## config.mk

```make
export PLATFORM = sky130hd
export DESIGN_NAME = irq_status_mask
export DESIGN_NICKNAME = d
export VERILOG_FILES = /design/src/verilog/irq_status_mask.v /design/src/verilog/edge_pulse.v /design/src/verilog/collision_counter.v
export VERILOG_INCLUDE_DIRS = /design/src /design/src/verilog
export SDC_FILE = /design/constraint.sdc
export NUM_CORES = 1
export LEC_CHECK = 0
export ABC_AREA = 1
export BUFFER_PORTS_ARGS = -buffer_cell sky130_fd_sc_hd__clkbuf_2
export CAP_MARGIN = 5
export CORE_MARGIN = 2
export CORE_UTILIZATION = 40
export CTS_BUF_LIST = sky130_fd_sc_hd__clkbuf_4 sky130_fd_sc_hd__clkbuf_8
export CTS_CLUSTER_DIAMETER = 30
export DETAILED_ROUTE_END_ITERATION = 10
export HOLD_SLACK_MARGIN = 0.1
export PLACE_DENSITY = 0.66
export SYNTH_ARGS = -nofsm -noshare
export SYNTH_HDL_FRONTEND = slang
export SYNTH_SLANG_ARGS = --single-unit
```

## constraint.sdc

```tcl
create_clock -name clk_in -period 1.7 [get_ports clk_in]
set_clock_uncertainty 0.2 [all_clocks]
set_input_delay 0.34 -clock clk_in [delete_from_list [all_inputs] [get_ports clk_in]]
set_output_delay 0.34 -clock clk_in [all_outputs]
set_load 0.01 [all_outputs]
```

## src/verilog/irq_status_map.vh

```
// Register offsets, field positions and reset values of the interrupt status block.
// Assumes inclusion by the status block and its helpers only.
`ifndef IRQ_STATUS_MAP_VH
`define IRQ_STATUS_MAP_VH
`define ADDR_PROTO_CTRL 8'h01
`define ADDR_NORESP_TIME 8'h07
`define ADDR_IRQ_STATUS 8'h0C
`define ADDR_IRQ_MASK 8'h0D
`define ADDR_COLL_POS 8'h0E
`define ADDR_SPECIAL_FN 8'h10
`define ADDR_FIFO_LEVEL 8'h14
`define STATUS_RESET 8'h00
`define MASK_RESET 8'h3E
`define COLL_POS_RESET 8'h00
`define BIT_TX 7
`define BIT_RX 6
`define BIT_FIFO 5
`define BIT_ERR1 4
`define BIT_ERR2 3
`define BIT_ERR3 2
`define BIT_COL 1
`define BIT_NORESP 0
`define PROTO_NO_CRC_BIT 7
`define SPECIAL_COL7_BIT 0
`define COL_LIMIT_LO 4'h6
`define COL_LIMIT_HI 4'h7
`endif

```

## src/verilog/irq_status_mask.v

```verilog
// Interrupt status, mask and collision position registers of the reader core.
// Assumes a byte register port from the host interface, same-clock protocol
// events and an asynchronous enable pin and RF field level.
`timescale 1ns/1ps
`include "irq_status_map.vh"
module irq_status_mask #(
    parameter POS_W = 10
) (
    // Clock and reset
    input wire clk_in,
    input wire rst_b_in,
    input wire enable_in,
    // Register port
    input wire [7:0] reg_addr_in,
    input wire [7:0] reg_wdata_in,
    input wire reg_wr_in,
    input wire reg_rd_in,
    output reg [7:0] reg_rdata_out,
    // Operating mode
    input wire nfc_mode_in,
    input wire emul_mode_in,
    input wire vicinity_in,
    input wire type_a_in,
    // Transmit and receive phases
    input wire tx_start_in,
    input wire tx_end_in,
    input wire rx_sof_in,
    input wire rx_end_in,
    // Protocol events
    input wire fifo_cross_in,
    input wire crc_err_in,
    input wire parity_err_in,
    input wire frame_err_in,
    input wire bit_start_in,
    input wire col_hit_in,
    input wire [POS_W-1:0] col_pos_in,
    input wire noresp_in,
    input wire sdd_done_in,
    input wire rf_level_in,
    input wire ca_done_in,
    input wire ca_fail_in,
    // Interrupt and phase status
    output wire irq_out,
    output wire decoder_en_out
);
    localparam PH_IDLE = 2'd0;
    localparam PH_TX = 2'd1;
    localparam PH_RX = 2'd2;

    function is_addr;
        input [7:0] a;
        input [7:0] b;
        begin
            is_addr = (a == b);
        end
    endfunction

    reg [1:0] phase_q;
    reg [1:0] phase_d;
    reg [7:0] status_q;
    reg [7:0] status_d;
    reg [7:0] mask_q;
    reg [7:0] mask_d;
    reg [7:0] col_low_q;
    reg [7:0] col_low_d;
    reg irq_q;
    reg irq_d;
    reg pend_q;
    reg pend_d;
    reg no_crc_q;
    reg limit7_q;
    reg [7:0] set_v;
    reg [7:0] allow_v;
    wire en_sync;
    wire rf_change;
    wire col_over;
    wire rd_status = reg_rd_in && is_addr(reg_addr_in, `ADDR_IRQ_STATUS);
    wire rd_col = reg_rd_in && is_addr(reg_addr_in, `ADDR_COLL_POS);
    wire wr_proto = reg_wr_in && is_addr(reg_addr_in, `ADDR_PROTO_CTRL);
    wire reader = !nfc_mode_in && !emul_mode_in;

    // Enable pin is asynchronous; acts as reset once synchronised
    edge_pulse #(.BOTH(0)) u_en (
        .clk_in(clk_in),
        .rst_b_in(rst_b_in),
        .level_in(enable_in),
        .sync_out(en_sync),
        .pulse_out()
    );
    edge_pulse #(.BOTH(1)) u_rf (
        .clk_in(clk_in),
        .rst_b_in(rst_b_in),
        .level_in(rf_level_in),
        .sync_out(),
        .pulse_out(rf_change)
    );
    collision_counter #(.CW(4)) u_col (
        .clk_in(clk_in),
        .rst_b_in(rst_b_in),
        .bit_start_in(bit_start_in),
        .hit_in(col_hit_in),
        .limit7_in(limit7_q),
        .over_out(col_over)
    );

    // Enable low clears like a reset, but only once synchronised
    wire clr_all = !en_sync;

    always @*
    begin
        phase_d = phase_q;
        case (phase_q)
            PH_IDLE:
            begin
                if (tx_start_in)
                    phase_d = PH_TX;
                else if (rx_sof_in)
                    phase_d = PH_RX;
            end
            PH_TX:
                if (tx_end_in)
                    phase_d = PH_IDLE;
            PH_RX:
                if (rx_end_in)
                    phase_d = PH_IDLE;
            default:
                phase_d = PH_IDLE;
        endcase
    end

    always @*
    begin
        set_v = 8'h00;
        set_v[`BIT_TX] = tx_start_in;
        set_v[`BIT_RX] = rx_sof_in && phase_q != PH_TX;
        set_v[`BIT_FIFO] = fifo_cross_in;
        if (reader)
        begin
            set_v[`BIT_ERR1] = crc_err_in && !no_crc_q;
            set_v[`BIT_ERR2] = parity_err_in && type_a_in;
            set_v[`BIT_ERR3] = frame_err_in;
            set_v[`BIT_COL] = col_over;
            set_v[`BIT_NORESP] = noresp_in && vicinity_in;
        end
        else
        begin
            set_v[`BIT_ERR1] = crc_err_in || parity_err_in || frame_err_in;
            set_v[`BIT_ERR2] = sdd_done_in;
            set_v[`BIT_ERR3] = rf_change;
            set_v[`BIT_COL] = nfc_mode_in && ca_done_in;
            set_v[`BIT_NORESP] = nfc_mode_in && ca_fail_in;
        end
        case (phase_q)
            PH_TX:
                allow_v = 8'hA0;
            PH_RX:
                allow_v = 8'h40;
            default:
                allow_v = 8'hFF;
        endcase
        set_v = set_v & allow_v;
    end

    // Set wins over a read clear, so an event in the same cycle as a status read is kept
    always @*
    begin
        status_d = status_q;
        if (rd_status)
            status_d = `STATUS_RESET;
        status_d = status_d | set_v;
        if (clr_all || wr_proto)
            status_d = `STATUS_RESET;
    end

    // Maskable events wait for the phase end; a masked event raises nothing, save bits 3:1 outside reader mode
    wire [7:0] maskable = set_v & {2'b00, mask_q[5:1], mask_q[0]};
    wire hit_now = |maskable[5:0] || (!reader && |set_v[3:1]);
    wire phase_end = (phase_q == PH_TX && tx_end_in) || (phase_q == PH_RX && rx_end_in);

    // Events inside a phase are held until the phase ends
    always @*
    begin
        pend_d = pend_q;
        irq_d = irq_q;
        if (phase_q != PH_IDLE && hit_now)
            pend_d = 1'b1;
        if (phase_end)
        begin
            irq_d = 1'b1;
            pend_d = 1'b0;
        end
        else if (phase_q == PH_IDLE && (hit_now || pend_q))
        begin
            irq_d = 1'b1;
            pend_d = 1'b0;
        end
        else if (rd_status)
            irq_d = 1'b0;
        if (clr_all || wr_proto)
        begin
            irq_d = 1'b0;
            pend_d = 1'b0;
        end
    end

    always @*
    begin
        mask_d = mask_q;
        col_low_d = col_low_q;
        // Bits 7:6 belong to the collision capture, not the host
        if (reg_wr_in && is_addr(reg_addr_in, `ADDR_IRQ_MASK))
            mask_d[5:0] = reg_wdata_in[5:0];
        if (rd_col)
            col_low_d = `COLL_POS_RESET;
        // Position only means something for reader errors and collisions
        if (reader && (col_over || set_v[`BIT_ERR1] || set_v[`BIT_ERR2] || set_v[`BIT_ERR3]))
        begin
            col_low_d = col_pos_in[7:0];
            mask_d[7:6] = col_pos_in[9:8];
        end
        if (clr_all)
        begin
            mask_d = `MASK_RESET;
            col_low_d = `COLL_POS_RESET;
        end
    end

    always @(posedge clk_in)
    begin
        if (!rst_b_in)
        begin
            phase_q <= PH_IDLE;
            status_q <= `STATUS_RESET;
            mask_q <= `MASK_RESET;
            col_low_q <= `COLL_POS_RESET;
            irq_q <= 1'b0;
            pend_q <= 1'b0;
            no_crc_q <= 1'b0;
            limit7_q <= 1'b0;
        end
        else
        begin
            phase_q <= clr_all ? PH_IDLE : phase_d;
            status_q <= status_d;
            mask_q <= mask_d;
            col_low_q <= col_low_d;
            irq_q <= irq_d;
            pend_q <= pend_d;
            if (clr_all)
                no_crc_q <= 1'b0;
            else if (wr_proto)
                no_crc_q <= reg_wdata_in[`PROTO_NO_CRC_BIT];
            if (clr_all)
                limit7_q <= 1'b0;
            else if (reg_wr_in && is_addr(reg_addr_in, `ADDR_SPECIAL_FN))
                limit7_q <= reg_wdata_in[`SPECIAL_COL7_BIT];
        end
    end

    // Registered read data follows the address by one cycle
    always @(posedge clk_in)
    begin
        if (!rst_b_in)
            reg_rdata_out <= 8'h00;
        else if (is_addr(reg_addr_in, `ADDR_IRQ_STATUS))
            reg_rdata_out <= status_q;
        else if (is_addr(reg_addr_in, `ADDR_IRQ_MASK))
            reg_rdata_out <= mask_q;
        else if (is_addr(reg_addr_in, `ADDR_COLL_POS))
            reg_rdata_out <= col_low_q;
        else
            reg_rdata_out <= 8'h00;
    end

    assign irq_out = irq_q;
    // Decoder off while transmitting
    assign decoder_en_out = (phase_q != PH_TX);
endmodule

```

## src/verilog/edge_pulse.v

```verilog
// Two-flop synchroniser with a one-cycle pulse on either edge or the rising edge.
// Assumes an asynchronous input level and one system clock.
`timescale 1ns/1ps
module edge_pulse #(
    parameter BOTH = 0
) (
    // Clock and reset
    input wire clk_in,
    input wire rst_b_in,
    // Level in, pulse out
    input wire level_in,
    output wire sync_out,
    output wire pulse_out
);
    reg meta_q;
    reg sync_q;
    reg last_q;
    always @(posedge clk_in)
    begin
        if (!rst_b_in)
        begin
            meta_q <= 1'b0;
            sync_q <= 1'b0;
            last_q <= 1'b0;
        end
        else
        begin
            meta_q <= level_in;
            sync_q <= meta_q;
            last_q <= sync_q;
        end
    end
    assign sync_out = sync_q;
    assign pulse_out = BOTH ? (sync_q ^ last_q) : (sync_q & ~last_q);
endmodule

```

## src/verilog/collision_counter.v

```verilog
// Counts collisions within one bit period and flags when over the limit.
// Assumes bit_start and hit are same-clock one-cycle pulses.
`timescale 1ns/1ps
`include "irq_status_map.vh"
module collision_counter #(
    parameter CW = 4
) (
    // Clock and reset
    input wire clk_in,
    input wire rst_b_in,
    // Bit timing and collision hits
    input wire bit_start_in,
    input wire hit_in,
    input wire limit7_in,
    // Result
    output wire over_out
);
    reg [CW-1:0] count_q;
    reg [CW-1:0] count_d;
    always @*
    begin
        count_d = count_q;
        if (bit_start_in)
            count_d = {CW{1'b0}};
        else if (hit_in && count_q != {CW{1'b1}})
            count_d = count_q + {{(CW-1){1'b0}}, 1'b1};
    end
    always @(posedge clk_in)
    begin
        if (!rst_b_in)
            count_q <= {CW{1'b0}};
        else
            count_q <= count_d;
    end
    // Above 6 or above 7 within the current bit
    assign over_out = hit_in && !bit_start_in &&
        (count_q >= (limit7_in ? `COL_LIMIT_HI : `COL_LIMIT_LO));
endmodule

```

# Yosys cells after proc, flatten, opt, wreduce, memory -nomap -nowiden

Cells that the tools add are included.
W data, S select, Z words.

$add $sub $neg: 1
$lt $le $gt $ge: 1
Shift-type cells: 0
$mul: 0
Muxes and demuxes: 17
Bitwise logic cells: 5
Divide/modulo/power cells: 0
Equal/unequal tests: 12
Reduce and logical (&&, ||, !) cells: 47

Operators with widths:

| operator              | count |
|---|---|
| $mux W8               | 6 |
| $eq A8 B4 Y1 const B  | 3 |
| $logic_and A1 B1 Y1   | 21 |
| $pmux W8 S2           | 1 |
| $logic_or A1 B1 Y1    | 9 |
| $and A8 B8 Y8         | 1 |
| $eq A8 B1 Y1 const B  | 1 |
| $eq A8 B5 Y1 const B  | 1 |
| $mux W2               | 4 |
| $or A8 B8 Y8          | 1 |
| $and A6 B6 Y6         | 1 |
| $logic_not A1 Y1      | 6 |
| $pmux W2 S3           | 1 |
| $reduce_or A6 Y1      | 1 |
| $mux W5               | 1 |
| $add A4 B1 Y4 const B | 1 |
| $ge A4 B4 Y1          | 1 |
| $mux W1               | 4 |
| $ne A2 B2 Y1 const B  | 2 |
| $ne A4 B4 Y1 const B  | 1 |
| $reduce_bool A2 Y1    | 2 |
| $reduce_or A2 Y1      | 2 |
| $reduce_or A4 Y1      | 1 |
| $ne A3 B3 Y1 const B  | 1 |
| other kinds (10)      | 10 |

Bits of input ports: 50
Logic and storage cells: 99
Memory bits (writable): 0
Output and inout port bits: 10
Latch bits: 0
Memories kept: 0
Flip-flop bits (word level): 47
Bits in read-only memories: 0

# Logic depth before layout (Yosys ltp)

Gate-level depths: netlist of the first run.

Word-level depth: 12
Depth in mapped cells: 14
Mapped depth without buffers: 14

# By module

A second synthesis of the first run with hierarchy kept.

Cells, all modules: 313
Area total of the unflattened synthesis: 2354.8 um^2

Modules (own cells, without submodules):

| module             | cells an instance | sequential area each (um^2) | times used | area each (um^2) |
|---|---|---|---|---|
| irq_status_mask    | 254               | 760.7                       | 1          | 1920.6 |
| collision_counter  | 34                | 80.1                        | 1          | 240.2 |
| edge_pulse at u_rf | 14                | 60.1                        | 1          | 101.3 |
| edge_pulse at u_en | 11                | 60.1                        | 1          | 92.6 |

# Least setup slack after synthesis of the first run

OpenSTA, ideal clock, no wires.

Path kind: register to register
From: register phase_q[0]
To: register mask_q[6]
Required time: 1.384 ns
Slack: -0.028 ns
Arrival: 1.413 ns
Stages on the path, launching flop included: 10
Buffers on the path: 1
Period minus slack after synthesis: 1.728 ns
Library setup time: 0.116 ns
Cell sequence: dfxtp_1 > inv_1 > ha_1 > inv_1 > nand3_1 > nand2_1 > o21ai_2 > buf_6 > o21ai_0 > nor2_1

Cells in the longest elaborated chain, start to end: 7
Elaborated cells between the ends (all ways): 8
Classes of those cells: eq/ne: 2; mux: 1; bitwise: 1; reduce/logical: 4

RTL lines:

| item                                         | RTL line              | source |
|---|---|---|
| from (decl)                                  | irq_status_mask.v:58  | `reg [1:0] phase_q;` |
| from (signal assigned)                       | irq_status_mask.v:243 | `phase_q <= clr_all ? PH_IDLE : phase_d;` |
| $eq A2 B2 Y1 or $eq A2 B1 Y1 (tied branches) | irq_status_mask.v:153 | `case (phase_q)` |
| $pmux W8 S2 (*)                              | irq_status_mask.v:153 |  |
| $and A8 B8 Y8 (*)                            | irq_status_mask.v:161 | `set_v = set_v & allow_v;` |
| $logic_or A1 B1 Y1 (2 in a row)              | irq_status_mask.v:216 | `` if (reader && (col_over \|\| set_v[`BIT_ERR1] \|\| set_v[`BIT_ERR2] \|\| set_v[`BIT_ERR3])) `` |
| $logic_or A1 B1 Y1 (*)                       | irq_status_mask.v:216 |  |
| $logic_and A1 B1 Y1 (*)                      | irq_status_mask.v:216 |  |
| to (signal assigned)                         | irq_status_mask.v:234 | `` mask_q <= `MASK_RESET; `` |
| to (signal assigned)                         | irq_status_mask.v:245 | `mask_q <= mask_d;` |
| to (decl)                                    | irq_status_mask.v:62  | `reg [7:0] mask_q;` |

Mark *: on every way between the ends. The rest lies on a longest branch, timed or not.
A chain may end at the register's enable or synchronous reset.

# Worst setup path after layout of the first run

From: register phase_q[1]
To: register col_low_q[1]

Cells in the longest elaborated chain, start to end: 8
Elaborated cells between the ends (all ways): 10
Classes of those cells: eq/ne: 2; mux: 2; bitwise: 1; reduce/logical: 5

RTL lines:

| item                                          | RTL line              | source |
|---|---|---|
| $eq A2 B2 Y1 or $eq A2 B1 Y1 (tied branches)  | irq_status_mask.v:153 |  |
| $pmux W8 S2 (*)                               | irq_status_mask.v:153 |  |
| $and A8 B8 Y8 (*)                             | irq_status_mask.v:161 |  |
| $logic_or A1 B1 Y1 (2 in a row)               | irq_status_mask.v:216 |  |
| $logic_or A1 B1 Y1 (*)                        | irq_status_mask.v:216 |  |
| $logic_and A1 B1 Y1 (*)                       | irq_status_mask.v:216 |  |
| $mux W8 or $reduce_bool A2 Y1 (tied branches) | -                     |  |
| to (signal assigned)                          | irq_status_mask.v:235 | `` col_low_q <= `COLL_POS_RESET; `` |
| to (signal assigned)                          | irq_status_mask.v:246 | `col_low_q <= col_low_d;` |
| to (decl)                                     | irq_status_mask.v:64  | `reg [7:0] col_low_q;` |

Marks and branches as above.

==> metrics.json, run 1 <==
{
  "run_status": {
    "run_status": "finished, violations left",
    "failed_checks": "negative setup slack"
  },
  "pwr": {
    "design_power_total_uw": 2162,
    "power.density_cell_area_mw_per_mm2": 691.6,
    "leakage_uw": 0.001497,
    "power.ir.vdd_worst_mv": 0.3162
  },
  "job": {
    "drv.max_cap_violation_count": 0
  },
  "timing": {
    "crit_path_setup_slack_layout_ns": -0.07942,
    "final.period_utilization": 1.047,
    "relSlewSlack": 0.7566,
    "timing.fmax_ghz": 0.5620,
    "drv_slew": 0,
    "worstMarginPinSlew_ns": 0.3618,
    "finalCriticalPeriod_ns": 1.779,
    "setup_viol_count_final": 9,
    "rsz0062_at_grt": "yes",
    "hold_viol_final": 0
  },
  "cts": {
    "cts_num_sinks": 47,
    "cts_inserted_buffers": 5,
    "clkLatencyLatePin_ns": 0.30,
    "cts_tree": "done",
    "clk_path_buf_depth": 2,
    "clk_pin_slew_ns": 0.09,
    "ctsRootBufferMaster": "clkbuf_8",
    "cts_max_level": 2
  },
  "setup_path": {
    "element_type_at_the_critical_path_end": "flop",
    "crit_path_required_time_ns": 1.74,
    "r2r.worst_path.cells": 9,
    "start_kind": "flop",
    "critPathArrivalTime_ns": 1.82,
    "critPathKind": "flop to flop",
    "crit_path_max_fanout": 5
  },
  "synthesis": {
    "netlist_instances": 297,
    "post-synth-top-area-cell": "dfxtp_1",
    "synth.ff_latch_count": 47,
    "synthesis.area_per_instance_sq_um": 7.263,
    "ys_warn_count": 0,
    "main_area_contributors_after_synthesis": "dfxtp_1 (44%), nand2_1 (12%), inv_1 (7.3%), a21oi_1 (7.0%), nand3_1 (6.0%)",
    "synth_ff_type": "dfxtp_1",
    "synth_top_area_share": 0.4362,
    "number_of_synthesized_flops_with_an_enable_pin": 0,
    "synth_cell_type_count": 31,
    "synth_async_sr_flop_share": 0,
    "synthesis.area_sq_mm": 0.002157,
    "synth_sequential_area_ratio": 0.4362,
    "net_count_after_synthesis": 352
  },
  "route": {
    "average_routed_wire_per_standard_cell_um": 11.31,
    "detail_route.vias_per_cell": 4.775,
    "routed-via-count": 2249,
    "wl_um": 5326,
    "detail_route.first_pass.iterations": 6,
    "drc_violation_count_after_routing": 0,
    "final_antenna_net_count": 0,
    "first_iter_violations": 121
  },
  "die": {
    "io_pins": 60,
    "floorplan.die_area_sq_mm": 0.005996,
    "chipWidth_um": 77.44,
    "placeableCoreArea_sq_mm": 0.005140,
    "die_height_um": 77.44,
    "placementRows": 26,
    "initial_core_util": 0.4197
  },
  "final_layout": {
    "layout-drive-gt1-share": 0.3491,
    "antennaDiodeCount": 0,
    "num-nets-final": 455,
    "synthToLayoutAreaGrowth_pct": 44.95
  },
  "placement": {
    "gp_congestion": 0.8614,
    "place_hpwl_um": 4070,
    "io_buffers": 58,
    "pre_cts_ws_ns": -0.1749
  },
  "min_path": {
    "hold_path.class": "primary input to flop",
    "cells_on_worst_hold_path": 3
  },
  "grt": {
    "grt_max_degree": 17,
    "grt_antenna_before_repair": 0,
    "first_global_vias": 2046,
    "grt_util_all_layers": 0.1845,
    "global_route_wire_length_before_repair_um": 8804,
    "grt-ovfl-total": 0
  }
}
==> cell usage in the layout (no fill, tap or decap), drive strengths merged, types with 2 or more instances in the layout <==
master	count
a211oi	3
a21oi	30
buf	27
clkbuf	64
dfxtp	47
dlygate4sd3	16
ha	5
inv	44
nand2	72
nand3	27
nand3b	2
nand4	5
nor2	22
nor3	6
nor4	4
o211ai	6
o21ai	14
==> kinds of logic (layout without fill, tap and decap cells) <==
kind of cell,count (synthesis),after routing,share of synthesized area
AO/OA/AOI/OAI,56,56,0.1479
adder cells (fa/ha/maj),5,5,0.02900
buffers and inverters,49,153,0.08932
flip-flops,47,47,0.4362
AND/OR/NAND/NOR,140,140,0.2976
==> flip-flops by register name (all words and copies together) (netlist names), 2 cells and up <==
signal         flops
phase_q            2
reg_rdata_out      8
mask_q             8
col_low_q          8
u_col.count_q      4
status_q           8
==> per-layer routing <==
layer	up-vias	GRT usage	share of wire
met1	1003	0.2313	0.47
li1	1185	-	-
met3	12	0.03605	0.045
met2	49	0.3078	0.46
met5	-	0	0
met4	0	0.08036	0.026
==> stage by stage <==
stage | util | hold slack, ns | area (sq um) | setup TNS [ns] | std cells
final | 0.6083 | 0.1200 | 3127 | -0.5224 | 471
after global routing | 0.6083 | 0.1220 | 3127 | -1.558 | 471
after CTS | 0.5945 | 0.1126 | 3055 | -0.5673 | 471
after detailed placement | 0.5251 | 0.2072 | 2699 | -1.885 | 446
after global placement | 0.5251 | 0.1941 | 2699 | -1.510 | 446
after floorplan | - | 0.1905 | 2157 | 0 | 297
==> cells in the mapped netlist, types with 3 or more instances <==
| library cell | count |
|---|---|
| nand4_1 | 5 |
| a21oi_1 | 30 |
| nor2_1 | 18 |
| a211oi_1 | 3 |
| dfxtp_1 | 47 |
| o211ai_1 | 6 |
| nand2_2 | 3 |
| ha_1 | 5 |
| nor4_1 | 3 |
| o21ai_0 | 11 |
| nand3_1 | 26 |
| inv_1 | 42 |
| nand2_1 | 69 |
| nor3_1 | 6 |
==> what timing repair did <==
action / in CTS / in global routing
setup buffers: 1 / 1
pin swaps: 4 / 9
endpoints found under the setup margin: 13 / 15
hold buffers: 16 / 0
hold endpoints to repair: 17 / 0
gates resized for setup: 23 / 20
==> worst max-delay path: stages (launching register included) <==
cell,delay (ns)
dfxtp_2,0.35
inv_2,0.06
ha_4,0.28
inv_2,0.06
nand3_2,0.07
nand2_2,0.08
o21ai_4,0.27
buf_6,0.17
nand3_2,0.06
a21oi_2,0.13
==> path summary, 6_finish.rpt <==
kind | endpoint | from | slack [ns]
worst max-delay path | col_low_q[1]$_SDFFE_PN0P_ | phase_q[1]$_SDFFE_PN0P_ | -0.08
worst min-delay path | mask_q[6]$_SDFFE_PN0P_ | col_pos_in[8] | 0.12
worst max register to register | col_low_q[1]$_SDFFE_PN0P_ | phase_q[1]$_SDFFE_PN0P_ | -0.08
worst min register to register | u_en.sync_out$_SDFF_PN0_ | u_en.meta_q$_SDFF_PN0_ | 0.22
==> power by group <==
part	leakage [uW]	internal [uW]	switching, uW
clock	0.0000505	370	366
sequential	0.000382	1110	6.61
combinational	0.00106	153	153
total	0.00150	1640	526
==> layout make-up <==
class	instances	area, sq um
Fill cell	503	2013
Multi-Input combinational cell	201	1155
Sequential cell	47	945.9
Timing Repair Buffer	100	663.1
Inverter	45	171.4
Clock buffer	7	96.34
Tap cell	70	87.58
Clock inverter	1	7.507
Note: power is estimated with default switching activity, not from simulation.
==> inputs of run 2 (changes only) <==
--- a/config.mk
+++ b/config.mk
@@ -9,12 +9,12 @@
 export ABC_AREA = 1
 export BUFFER_PORTS_ARGS = -buffer_cell sky130_fd_sc_hd__clkbuf_2
 export CAP_MARGIN = 5
+export CORE_ASPECT_RATIO = 0.9
 export CORE_MARGIN = 2
 export CORE_UTILIZATION = 40
 export CTS_BUF_LIST = sky130_fd_sc_hd__clkbuf_4 sky130_fd_sc_hd__clkbuf_8
 export CTS_CLUSTER_DIAMETER = 30
 export DETAILED_ROUTE_END_ITERATION = 10
-export HOLD_SLACK_MARGIN = 0.1
 export PLACE_DENSITY = 0.66
 export SYNTH_ARGS = -nofsm -noshare
 export SYNTH_HDL_FRONTEND = slang
==> metrics.json, run 2 (synthesis gave the netlist of run 1 again) <==
{
  "setup_path": {
    "r2r_start": {"value": "phase_q[1]$_SDFFE_PN0P_", "change": "unchanged"},
    "crit_path_top_delay_cell": {"value": "dfxtp_2", "change": "unchanged"},
    "critPathTopFamily": {"value": "compound AO/OA/AOI/OAI gates", "change": "unchanged"},
    "crit_path_required_time": {"value": 1.75, "unit": "ns", "change": "was 1.74 ns"},
    "worstPathBufferInverterCount": {"value": 3, "change": "unchanged"},
    "element_type_at_the_critical_path_end": {"value": "flop", "change": "unchanged"},
    "critPathMaxStageDelay": {"value": 0.34, "unit": "ns", "change": "was 0.35 ns"},
    "worstReg2RegEnd": {"value": "mask_q[7]$_SDFFE_PN0P_", "change": "was col_low_q[1]$_SDFFE_PN0P_"},
    "critPathKind": {"value": "flop to flop", "change": "unchanged"},
    "critical_path.cell_chain": {"value": "inv_2, ha_4, inv_4, nand3_2, nand2_2, o21ai_4, buf_4, o21ai_0, a21oi_1", "change": "was inv_2, ha_4, inv_2, nand3_2, nand2_2, o21ai_4, buf_6, nand3_2, a21oi_2"},
    "r2r.worst_path.cells": {"value": 9, "change": "unchanged"},
    "crit_path_max_fanout": {"value": 4, "change": "was 5"},
    "start_kind": {"value": "flop", "change": "unchanged"},
    "startpoint": {"value": "phase_q[1]$_SDFFE_PN0P_", "change": "unchanged"},
    "flop_to_flop_setup_slack": {"value": -0.006, "unit": "ns", "change": "was -0.08 ns"},
    "critPathArrivalTime": {"value": 1.76, "unit": "ns", "change": "was 1.82 ns"}
  },
  "min_path": {
    "hold_path.class": {"value": "primary input to flop", "change": "unchanged"},
    "cells_on_worst_hold_path": {"value": 3, "change": "unchanged"},
    "min_delay_worst_endpoint": {"value": "u_en.meta_q$_SDFF_PN0_", "change": "was mask_q[6]$_SDFFE_PN0P_"},
    "hp-start": {"value": "enable_in", "change": "was col_pos_in[8]"}
  },
  "final_layout": {
    "num-nets-final": {"value": 446, "change": "was 455"},
    "synthToLayoutAreaGrowth": {"value": 38.40, "unit": "%", "change": "was 44.95%"},
    "mostFrequentLayoutCells": {"value": "nand2_1 (66), clkbuf_2 (57), dfxtp_1 (43)", "change": "was nand2_1 (65), clkbuf_2 (57), dfxtp_1 (43)"},
    "most_common_cell_after_layout_fill_and_taps_aside": {"value": "nand2_1", "change": "unchanged"},
    "antennaDiodeCount": {"value": 0, "change": "unchanged"},
    "utilization": {"value": 0.5715, "change": "was 0.6083"},
    "layout-drive-gt1-share": {"value": 0.3648, "change": "was 0.3491"}
  },
  "placement": {
    "pre_cts_ws": {"value": -0.2050, "unit": "ns", "change": "was -0.1749 ns"},
    "gp_congestion": {"value": 0.8954, "change": "was 0.8614"},
    "io_buffers": {"value": 58, "change": "unchanged"},
    "place_hpwl": {"value": 4210, "unit": "um", "change": "was 4070 um"}
  },
  "timing": {
    "setup_viol_count_final": {"value": 1, "change": "was 9"},
    "rsz0062_at_grt": {"value": "yes", "change": "unchanged"},
    "final.period_utilization": {"value": 1.004, "change": "was 1.047"},
    "final.hold.worst_slack": {"value": 0.007896, "unit": "ns", "change": "was 0.1200 ns"},
    "relSlewSlack": {"value": 0.7653, "change": "was 0.7566"},
    "worstMarginPinSlew": {"value": 0.3489, "unit": "ns", "change": "was 0.3618 ns"},
    "crit_path_setup_slack_layout": {"value": -0.006301, "unit": "ns", "change": "was -0.07942 ns"},
    "setup_tns": {"value": -0.006301, "unit": "ns", "change": "was -0.5224 ns"},
    "drv_slew": {"value": 0, "change": "unchanged"},
    "hold_viol_final": {"value": 0, "change": "unchanged"},
    "timing.fmax": {"value": 0.5861, "unit": "GHz", "change": "was 0.5620 GHz"},
    "finalCriticalPeriod": {"value": 1.706, "unit": "ns", "change": "was 1.779 ns"}
  },
  "pwr": {
    "design_power_total": {"value": 2125, "unit": "uW", "change": "was 2162 uW"},
    "power_frac_seq": {"value": 0.527, "change": "was 0.518"},
    "leakage": {"value": 0.001457, "unit": "uW", "change": "was 0.001497 uW"},
    "power.share.clock": {"value": 0.343, "change": "was 0.340"},
    "power.ir.vdd_worst": {"value": 0.4071, "unit": "mV", "change": "was 0.3162 mV"},
    "power.density_cell_area": {"value": 711.8, "unit": "mW/mm^2", "change": "was 691.6 mW/mm^2"},
    "netSwitchingPower": {"value": 546.8, "unit": "uW", "change": "was 525.8 uW"},
    "internal-power": {"value": 1578, "unit": "uW", "change": "was 1637 uW"},
    "share_comb_of_total_power": {"value": 0.129, "change": "was 0.141"},
    "swShare": {"value": 0.2573, "change": "was 0.2432"}
  },
  "grt": {
    "grt-ovfl-total": {"value": 0, "change": "unchanged"},
    "first_global_vias": {"value": 1920, "change": "was 2046"},
    "grt_antenna_before_repair": {"value": 0, "change": "unchanged"},
    "global_route_wire_length_before_repair": {"value": 8687, "unit": "um", "change": "was 8804 um"},
    "grt_util_all_layers": {"value": 0.1923, "change": "was 0.1845"},
    "grt_max_degree": {"value": 17, "change": "unchanged"}
  },
  "cts": {
    "cts_num_sinks": {"value": 47, "change": "unchanged"},
    "cts_tree": {"value": "done", "change": "unchanged"},
    "clkLatencyLatePin": {"value": 0.31, "unit": "ns", "change": "was 0.30 ns"},
    "cts_inserted_buffers": {"value": 5, "change": "unchanged"},
    "cts_hold_buf": {"value": 0, "change": "was 16"},
    "clk_pin_slew": {"value": 0.09, "unit": "ns", "change": "about the same"},
    "ctsRootBufferMaster": {"value": "clkbuf_8", "change": "unchanged"},
    "clk_path_buf_depth": {"value": 2, "change": "unchanged"},
    "cts_max_level": {"value": 2, "change": "unchanged"}
  },
  "run_status": {
    "failed_checks": {"value": "negative setup slack", "change": "unchanged"},
    "run_status": {"value": "finished, violations left", "change": "unchanged"}
  },
  "die": {
    "chipWidth": {"value": 81.41, "unit": "um", "change": "was 77.44 um"},
    "placementRows": {"value": 25, "change": "was 26"},
    "die_height": {"value": 73.67, "unit": "um", "change": "was 77.44 um"},
    "placeableCoreArea": {"value": 0.005224, "unit": "sq mm", "change": "was 0.005140 sq mm"},
    "floorplan.die_area": {"value": 0.005997, "unit": "sq mm", "change": "was 0.005996 sq mm"},
    "io_pins": {"value": 60, "change": "unchanged"},
    "initial_core_util": {"value": 0.4129, "change": "was 0.4197"}
  },
  "route": {
    "first_iter_violations": {"value": 126, "change": "was 121"},
    "routed-via-count": {"value": 2169, "change": "was 2249"},
    "detail_route.vias_per_cell": {"value": 4.725, "change": "was 4.775"},
    "average_routed_wire_per_standard_cell": {"value": 11.78, "unit": "um", "change": "was 11.31 um"},
    "wl": {"value": 5406, "unit": "um", "change": "was 5326 um"},
    "drc_violation_count_after_routing": {"value": 0, "change": "unchanged"},
    "final_antenna_net_count": {"value": 0, "change": "unchanged"},
    "detail_route.first_pass.iterations": {"value": 4, "change": "was 6"}
  },
  "job": {
    "drv.max_cap_violation_count": {"value": 0, "change": "unchanged"}
  }
}
[run 2: final cells by class]
type / count / area (sq um)
Clock buffer: 6 / 82.58
Timing Repair Buffer: 91 / 555.5
Inverter: 45 / 171.4
Tap cell: 67 / 83.83
Fill cell: 505 / 2238
Clock inverter: 2 / 16.27
Sequential cell: 47 / 945.9
Multi-Input combinational cell: 201 / 1130
[run 2: worst max path at each step]
stage	to	slack (ns)	cells after the start
after global placement	col_low_q[2]$_SDFFE_PN0P_	-0.15	12
after CTS	col_low_q[7]$_SDFFE_PN0P_	-0.006	12
after detailed placement	col_low_q[7]$_SDFFE_PN0P_	-0.20	12
after floorplan	mask_q[6]$_SDFFE_PN0P_	0.003	9
final	mask_q[7]$_SDFFE_PN0P_	-0.006	9
after global routing	irq_out$_SDFFE_PP0P_	-0.13	14
[run 2: per-layer routing]
layer,track usage,routed length [um],vias to the layer above
li1,-,-,1157
met2,0.2987,2399,50
met5,0,0,-
met4,0.07533,77,0
met3,0.03808,247,6
met1,0.2624,2682,956
[run 2: power by group through the flow]
stage                     Sequential [uW]  Clock [uW]  Combinational, uW
after CTS                            1120         743                266
final                                1120         730                274
after global placement               1150           0                243
after global routing                 1120         789                306
after floorplan                      1150           0                116
after detailed placement             1150           0                246
[run 2: timing repair]
item,CTS,global route
resized for setup,25,12
endpoints found under the setup margin,15,15
pin swaps,6,4
setup buffers,4,0
[run 2: stage by stage]
stage               area, sq um  std cells
finish                     2985        459
global route               2985        459
CTS                        2944        459
detailed placement         2725        447
global placement           2725        447
floorplan                  2157        297
[run 2: tightest hold or removal path: stages]
cell      delay (ns)
clkbuf_2        0.07
nand2_1         0.04
inv_1           0.04
